### src/rtl/rtcrt_consts.svh
`ifndef RTCRT_CONSTS_SVH
`define RTCRT_CONSTS_SVH

// Timebase divider: 32768 oscillator periods per second.
`define RTCRT_DIV_TOP     17'h07FFF
`define RTCRT_DIV_HALF    17'h04000
`define RTCRT_DIV_ZERO    17'h00000

// Adjustment interval lengths in seconds.
`define RTCRT_PER_COARSE  6'h14
`define RTCRT_PER_FINE    6'h3C

// Correction setting field positions.
`define RTCRT_RES_BIT     0
`define RTCRT_STEP_MSB    7
`define RTCRT_STEP_LSB    1
`define RTCRT_TRIM_RESET  8'h00

// Serial port: device code is arbitrary, command selects the trim register.
`define RTCRT_DEV_CODE    4'h6
`define RTCRT_CMD_TRIM    3'h4
`define RTCRT_BITS_BYTE   4'h8
`define RTCRT_BUF_DEPTH   2'h2

`endif

### src/rtl/rtcrt_pkg.sv
package rtcrt_pkg;

    typedef struct packed {
        logic osc;
        logic scl;
        logic sda;
    } rtcrt_pins_t;

    typedef enum logic [2:0] {
        ST_IDLE,
        ST_ADDR,
        ST_ADDR_ACK,
        ST_WDATA,
        ST_WACK,
        ST_RDATA,
        ST_RACK,
        ST_IGNORE
    } rtcrt_state_t;

endpackage

### src/rtl/rtcrt_top.sv
`timescale 1ns/1ps
`include "rtcrt_consts.svh"

module rtcrt_top
    import rtcrt_pkg::*;
(
    input  wire logic clock,
    input  wire logic rst_n,
    input  wire logic crystal_in,
    input  wire logic serial_clock,
    input  wire logic serial_data_in,
    output logic      serial_data_out,
    output logic      serial_data_oe,
    output logic      constant_crystal_output,
    output logic      second_interrupt_output
);

    rtcrt_pins_t         pins_m;
    rtcrt_pins_t         pins_s;
    rtcrt_pins_t         pins_p;
    logic                osc_rise;
    logic                scl_rise;
    logic                scl_fall;
    logic                start_cond;
    logic                stop_cond;
    logic signed [16:0]  div;
    logic        [5:0]   sec_cnt;
    logic        [5:0]   period;
    logic                last_sec;
    logic                sec_wrap;
    logic                interval_wrap;
    logic        [7:0]   rate_trim_setting;
    logic        [7:0]   active_setting;
    logic        [6:0]   step;
    logic signed [16:0]  trim_start;
    rtcrt_state_t        state;
    logic        [3:0]   bit_cnt;
    logic        [7:0]   shift;
    logic                wrote_once;
    logic                master_ack;
    logic        [7:0]   buf_data [2];
    logic                wr_ptr;
    logic                rd_ptr;
    logic        [1:0]   buf_cnt;
    logic                push;
    logic                push_ready;
    logic                pop;

    always_ff @(posedge clock or negedge rst_n) begin
        // Idle bus levels at reset, so that no false edge follows release.
        if (!rst_n) begin
            pins_m <= '{osc: 1'b0, scl: 1'b1, sda: 1'b1};
            pins_s <= '{osc: 1'b0, scl: 1'b1, sda: 1'b1};
            pins_p <= '{osc: 1'b0, scl: 1'b1, sda: 1'b1};
        end else begin
            pins_m <= '{osc: crystal_in, scl: serial_clock,
                        sda: serial_data_in};
            pins_s <= pins_m;
            pins_p <= pins_s;
        end
    end

    assign osc_rise   = pins_s.osc & ~pins_p.osc;
    assign scl_rise   = pins_s.scl & ~pins_p.scl;
    assign scl_fall   = ~pins_s.scl & pins_p.scl;
    // A data edge with the clock held high is always a bus condition.
    assign start_cond = pins_s.scl & pins_p.scl & pins_p.sda & ~pins_s.sda;
    assign stop_cond  = pins_s.scl & pins_p.scl & ~pins_p.sda & pins_s.sda;

    // The crystal is only forwarded, never gated by the trim logic.
    always_ff @(posedge clock or negedge rst_n) begin
        if (!rst_n) begin
            constant_crystal_output <= 1'b0;
        end else begin
            constant_crystal_output <= pins_s.osc;
        end
    end

    genvar k;
    generate
        for (k = 0; k < 7; k++) begin : g_step
            assign step[k] = active_setting[`RTCRT_STEP_MSB - k];
        end
    endgenerate

    // Each step moves the second boundary by two oscillator periods.
    assign trim_start = {{9{step[6]}}, step, 1'b0};
    assign period     = active_setting[`RTCRT_RES_BIT] ?
                        `RTCRT_PER_FINE : `RTCRT_PER_COARSE;
    assign last_sec      = sec_cnt == period - 6'h01;
    assign sec_wrap      = osc_rise && div == $signed(`RTCRT_DIV_TOP);
    assign interval_wrap = sec_wrap && last_sec;

    always_ff @(posedge clock or negedge rst_n) begin
        if (!rst_n) begin
            div <= `RTCRT_DIV_ZERO;
        end else if (sec_wrap) begin
            div <= last_sec ? trim_start : `RTCRT_DIV_ZERO;
        end else if (osc_rise) begin
            div <= div + 17'sh00001;
        end
    end

    always_ff @(posedge clock or negedge rst_n) begin
        if (!rst_n) begin
            sec_cnt <= 6'h00;
        end else if (interval_wrap) begin
            sec_cnt <= 6'h00;
        end else if (sec_wrap) begin
            sec_cnt <= sec_cnt + 6'h01;
        end
    end

    // The setting in use is only replaced at an interval boundary.
    always_ff @(posedge clock or negedge rst_n) begin
        if (!rst_n) begin
            active_setting <= `RTCRT_TRIM_RESET;
        end else if (interval_wrap) begin
            active_setting <= rate_trim_setting;
        end
    end

    always_ff @(posedge clock or negedge rst_n) begin
        if (!rst_n) begin
            second_interrupt_output <= 1'b0;
        end else begin
            second_interrupt_output <= div < $signed(`RTCRT_DIV_HALF);
        end
    end

    // Two-entry buffer between the serial receiver and the trim register.
    // A full buffer makes the receiver refuse the byte with no acknowledge.
    assign push_ready = buf_cnt != `RTCRT_BUF_DEPTH;
    assign push = scl_fall && state == ST_WDATA && bit_cnt == `RTCRT_BITS_BYTE
                  && !wrote_once && push_ready;
    assign pop  = buf_cnt != 2'h0 && !osc_rise;

    always_ff @(posedge clock) begin
        if (push) begin
            buf_data[wr_ptr] <= shift;
        end
    end

    always_ff @(posedge clock or negedge rst_n) begin
        if (!rst_n) begin
            wr_ptr  <= 1'b0;
            rd_ptr  <= 1'b0;
            buf_cnt <= 2'h0;
        end else begin
            wr_ptr  <= wr_ptr ^ push;
            rd_ptr  <= rd_ptr ^ pop;
            buf_cnt <= buf_cnt + {1'b0, push} - {1'b0, pop};
        end
    end

    always_ff @(posedge clock or negedge rst_n) begin
        if (!rst_n) begin
            rate_trim_setting <= `RTCRT_TRIM_RESET;
        end else if (pop) begin
            rate_trim_setting <= buf_data[rd_ptr];
        end
    end

    always_ff @(posedge clock or negedge rst_n) begin
        if (!rst_n) begin
            state      <= ST_IDLE;
            bit_cnt    <= 4'h0;
            shift      <= 8'h00;
            wrote_once <= 1'b0;
            master_ack <= 1'b0;
        end else if (stop_cond) begin
            state <= ST_IDLE;
        end else if (start_cond) begin
            state      <= ST_ADDR;
            bit_cnt    <= 4'h0;
            wrote_once <= 1'b0;
        end else if (scl_rise) begin
            unique case (state)
                ST_ADDR, ST_WDATA: begin
                    shift   <= {shift[6:0], pins_s.sda};
                    bit_cnt <= bit_cnt + 4'h1;
                end
                ST_RACK: begin
                    master_ack <= ~pins_s.sda;
                end
                ST_RDATA: begin
                    bit_cnt <= bit_cnt + 4'h1;
                end
                ST_IDLE, ST_ADDR_ACK, ST_WACK, ST_IGNORE: begin
                end
            endcase
        end else if (scl_fall) begin
            unique case (state)
                ST_ADDR: begin
                    if (bit_cnt == `RTCRT_BITS_BYTE) begin
                        if (shift[7:4] == `RTCRT_DEV_CODE
                            && shift[3:1] == `RTCRT_CMD_TRIM) begin
                            state <= ST_ADDR_ACK;
                        end else begin
                            state <= ST_IGNORE;
                        end
                    end
                end
                ST_ADDR_ACK: begin
                    bit_cnt <= 4'h0;
                    if (shift[0]) begin
                        state <= ST_RDATA;
                        shift <= rate_trim_setting;
                    end else begin
                        state <= ST_WDATA;
                    end
                end
                ST_WDATA: begin
                    if (bit_cnt == `RTCRT_BITS_BYTE) begin
                        state <= push ? ST_WACK : ST_IGNORE;
                    end
                end
                ST_WACK: begin
                    state      <= ST_WDATA;
                    bit_cnt    <= 4'h0;
                    wrote_once <= 1'b1;
                end
                ST_RDATA: begin
                    if (bit_cnt == `RTCRT_BITS_BYTE) begin
                        state <= ST_RACK;
                    end else begin
                        shift <= {shift[6:0], 1'b0};
                    end
                end
                ST_RACK: begin
                    bit_cnt <= 4'h0;
                    if (master_ack) begin
                        state <= ST_RDATA;
                        shift <= rate_trim_setting;
                    end else begin
                        state <= ST_IGNORE;
                    end
                end
                ST_IDLE, ST_IGNORE: begin
                end
            endcase
        end
    end

    // Open drain: the line is pulled low when the enable is high.
    always_ff @(posedge clock or negedge rst_n) begin
        if (!rst_n) begin
            serial_data_out <= 1'b0;
        end else begin
            serial_data_out <= 1'b0;
        end
    end

    always_ff @(posedge clock or negedge rst_n) begin
        if (!rst_n) begin
            serial_data_oe <= 1'b0;
        end else begin
            unique case (state)
                ST_ADDR_ACK, ST_WACK: serial_data_oe <= 1'b1;
                // The last bit stands through its high phase until it falls.
                ST_RDATA: serial_data_oe <= !shift[7];
                ST_IDLE, ST_ADDR, ST_WDATA, ST_RACK,
                ST_IGNORE: serial_data_oe <= 1'b0;
            endcase
        end
    end
endmodule

### config.mk
export PLATFORM = sky130hd
export DESIGN_NAME = rtcrt_top
export DESIGN_NICKNAME = d
export VERILOG_FILES = /design/src/rtl/rtcrt_pkg.sv /design/src/rtl/rtcrt_top.sv
export VERILOG_INCLUDE_DIRS = /design/src /design/src/rtl
export SDC_FILE = /design/constraint.sdc
export NUM_CORES = 1
export LEC_CHECK = 0
export ABC_AREA = 1
export BUFFER_PORTS_ARGS = -buffer_cell sky130_fd_sc_hd__buf_4
export CAP_MARGIN = 15
export CORE_AREA = 2 2 127 129
export CTS_BUF_LIST = sky130_fd_sc_hd__clkbuf_16
export DETAILED_ROUTE_END_ITERATION = 10
export DIE_AREA = 0 0 129 131
export GPL_ROUTABILITY_DRIVEN = 0
export RECOVER_POWER = 100
export SLEW_MARGIN = 20
export SYNTH_ARGS = -nofsm -noshare
export SYNTH_HDL_FRONTEND = slang
export SYNTH_SLANG_ARGS = --single-unit
### constraint.sdc
create_clock -name clock -period 2.2 [get_ports clock]
set_input_delay 0.11 -clock clock [delete_from_list [all_inputs] [get_ports clock]]
set_output_delay 0.11 -clock clock [all_outputs]
set_load 0.01 [all_outputs]
==> reports/summary.txt <==
Final Setup Violations: 0
count leader, synth: nand2_1
Num CTS Buffers: 9
Critical Path Slowest Stage Cell: dfrtp_1
TritonCTS clock tree: built
DR vias: 3470
outcome: finished, final reports clean
WL/cell: 11.39 um
hold crit path type: reg2reg
post-route cell area: 5137 um2
cell taking the most area after synthesis: dfrtp_1
main flop type after synthesis: dfrtp_1
Initial Utilization: 29.22%
crit path time final: 1.944 ns
Placed Area: 4888 um2
post-synthesis register bit count: 87
Worst-path clk slew: 0.07 ns
vias in the first global route: 3312
WP data required: 2.42 ns
die area: 16900 um2
maximum VDD drop: 0.5422 mV
fillers: 1638
LEAKAGE: 2.365 nW
Post-synth top cells: nand2_1, inv_1, dfrtp_1
crit end category: flip-flop
reg2reg start: bit_cnt[0]
asr flop ratio synth: 81.61%
Max stage delay on crit path: 0.42 ns
Remaining Overflow, GRT: 0
Nets: 580
DR vias/cell: 4.420
RSZ-0062 raised after global routing: no
mean post-synth cell area: 8.364 um2
Max Cap Viol: 0
Power Dens Cells: 978.3 nW/um2
I/O pins: 9
critical path class: reg2reg
worst slew pin tran: 0.9464 ns
clock tree buffer depth: 2
hold buffers post-CTS: 4
HP Start: pins_m[2]
routed wire length: 8938 um
Mapped Area: 4558 um2
Post-CTS Setup Bufs: 0
post-synth top area share: 35.68%
core outline area: 15600 um2
critical-path maximum fanout: 5
Slew headroom: 36.91%
number of enable flip-flop cells after synthesis: 16
Core Rows: 46
post-synthesis cell count: 545
First-pass DRT Iterations: 5
Post-DRT Antenna Nets: 0
clock sink count: 87
post_cts resized: 0
layout cells sized above 1: 8.787%
final antenna diode count: 0
kind of start point of the critical path: flip-flop
H-tree levels: 3
setup tns final: 0 ns
gr usage total: 11.85%
Synth area leaders: dfrtp_1, nand2_1, edfxtp_1
Final HPWL DP: 6447 um
DR iter-0 viols: 147
final worst-path cycle share: 88.34%
worst clock skew: 0.007380 ns
P&R area growth vs syn: 12.71%
Yosys warnings: 0
Root Buffer: clkbuf_16
crit-path cells: inv_1, ha_1, nand2_1, nor2_1, nand4_1, nor2_1, inv_1, ha_1, inv_1, ha_1, xnor2_1
number of port buffers: 7
initial antenna violation count: 0
count of final hold-check violations: 0
global-route wire length before repair: 16100 um
post-synthesis sequential area ratio: 49.68%
Unique masters post-synth: 34
Setup crit start: bit_cnt[0]
crit path DAT: 2.17 ns
max-slew violations: 0
Post-route DRC: 0
Fmax: 514.5 MHz
largest net degree at the start of global routing: 39
Die Span Y: 131 um
clk_lat worst skew: 0.34 ns
synthesized net count: 561
die width: 129 um
[worst paths after layout]
check                        endpoint  slack (ns)  cells past startpoint
setup / recovery           buf_cnt[1]        0.26                     11
hold / removal              pins_s[2]        0.35                      0
setup reg to reg           buf_cnt[1]        0.26                     11
hold reg to reg             pins_s[2]        0.35                      0
max in group asynchronous  bit_cnt[0]        0.43                      3
min in group asynchronous  sec_cnt[4]        0.46                      2
[kinds of logic (layout without fill, tap and decap cells)]
family	count (synthesis)	in the layout	share of synthesized area, %
adders and majority gates	11	11	3.019
AOI/OAI and AO/OA	80	80	10.35
and+or+nand+nor	269	269	27.04
xor gates and xnor gates	12	12	2.306
DFF	87	87	49.68
other	1	1	0.08227
buffers and inverters	85	109	7.521
[state kept, by name, summed over array words and instances (netlist names)]
| name | cells |
|---|---|
| master_ack | 1 |
| div | 17 |
| pins_p | 2 |
| pins_m | 3 |
| active_setting | 8 |
| pins_s | 3 |
| wr_ptr | 1 |
| sec_cnt | 6 |
| bit_cnt | 4 |
| state | 3 |
| rate_trim_setting | 8 |
| second_interrupt_output | 1 |
| buf_data | 16 |
| rd_ptr | 1 |
| buf_cnt | 2 |
| serial_data_oe | 1 |
| wrote_once | 1 |
| shift | 8 |
| constant_crystal_output | 1 |
[per-stage QoR]
stage,power [W],worst slack [ns],hold WS (ns),instances,utilization (%)
2_1_floorplan,0.003220,0.3273,-0.1856,545,-
3_3_place_gp,0.003548,0.3054,0.1256,765,31.34
3_5_place_dp,0.003562,0.2314,0.1222,765,31.34
4_1_cts,0.005143,0.2154,0.3031,785,33.55
5_1_grt,0.005400,0.02730,0.3634,785,32.94
6_report,0.005026,0.2564,0.3498,785,32.94
[power breakdown]
group | switching, W | total (W) | internal [W]
Combinational | 0.000729 | 0.00117 | 0.000438
Sequential | 0.000334 | 0.00231 | 0.00198
Clock | 0.000655 | 0.00155 | 0.000894
[cell usage in the layout, fill, tap and decap left out, drive strengths merged]
master / synthesis / layout
a21oi: 20 / 20
xnor2: 5 / 5
nand4: 17 / 17
ha: 11 / 11
dlygate4sd3: 0 / 4
dfrtp: 65 / 65
conb: 1 / 1
nand2: 144 / 144
inv: 74 / 77
a22oi: 7 / 7
dfstp: 6 / 6
buf: 7 / 7
nor3: 5 / 5
or2: 2 / 2
clkbuf: 4 / 17
nand3: 36 / 36
nor2: 65 / 65
o211ai: 8 / 8
clkinv: 0 / 3
edfxtp: 16 / 16
bufinv: 0 / 1
o21ai: 45 / 45
xor2: 7 / 7
[final cells by class]
| type | instances | area (um2) | share of cell area [%] |
|---|---|---|---|
| Tap cell | 216 | 270.3 | 5.261 |
| Clock buffer | 9 | 225.2 | 4.384 |
| Timing Repair Buffer | 19 | 132.6 | 2.582 |
| Inverter | 74 | 277.8 | 5.407 |
| Sequential cell | 87 | 2265 | 44.08 |
| Multi-Input combinational cell | 373 | 1888 | 36.75 |
| Clock inverter | 7 | 78.83 | 1.534 |
[layer usage]
metal	share of wire, %	vias up	track usage (%)
li1	-	1803	-
met1	49	1602	15.57
met2	46	58	19.58
met3	3.7	7	3.135
met4	1.1	0	2.941
met5	0	-	0
[worst max-delay path: cells and delay by family (launching register included)]
family                     cells  cell delay [ns]
adders and majority gates      3             0.60
and+or+nand+nor                4             0.51
DFF                            1             0.42
buffers and inverters          3             0.19
xor gates and xnor gates       1             0.12
No activity file was read; power rests on OpenSTA's default activity.
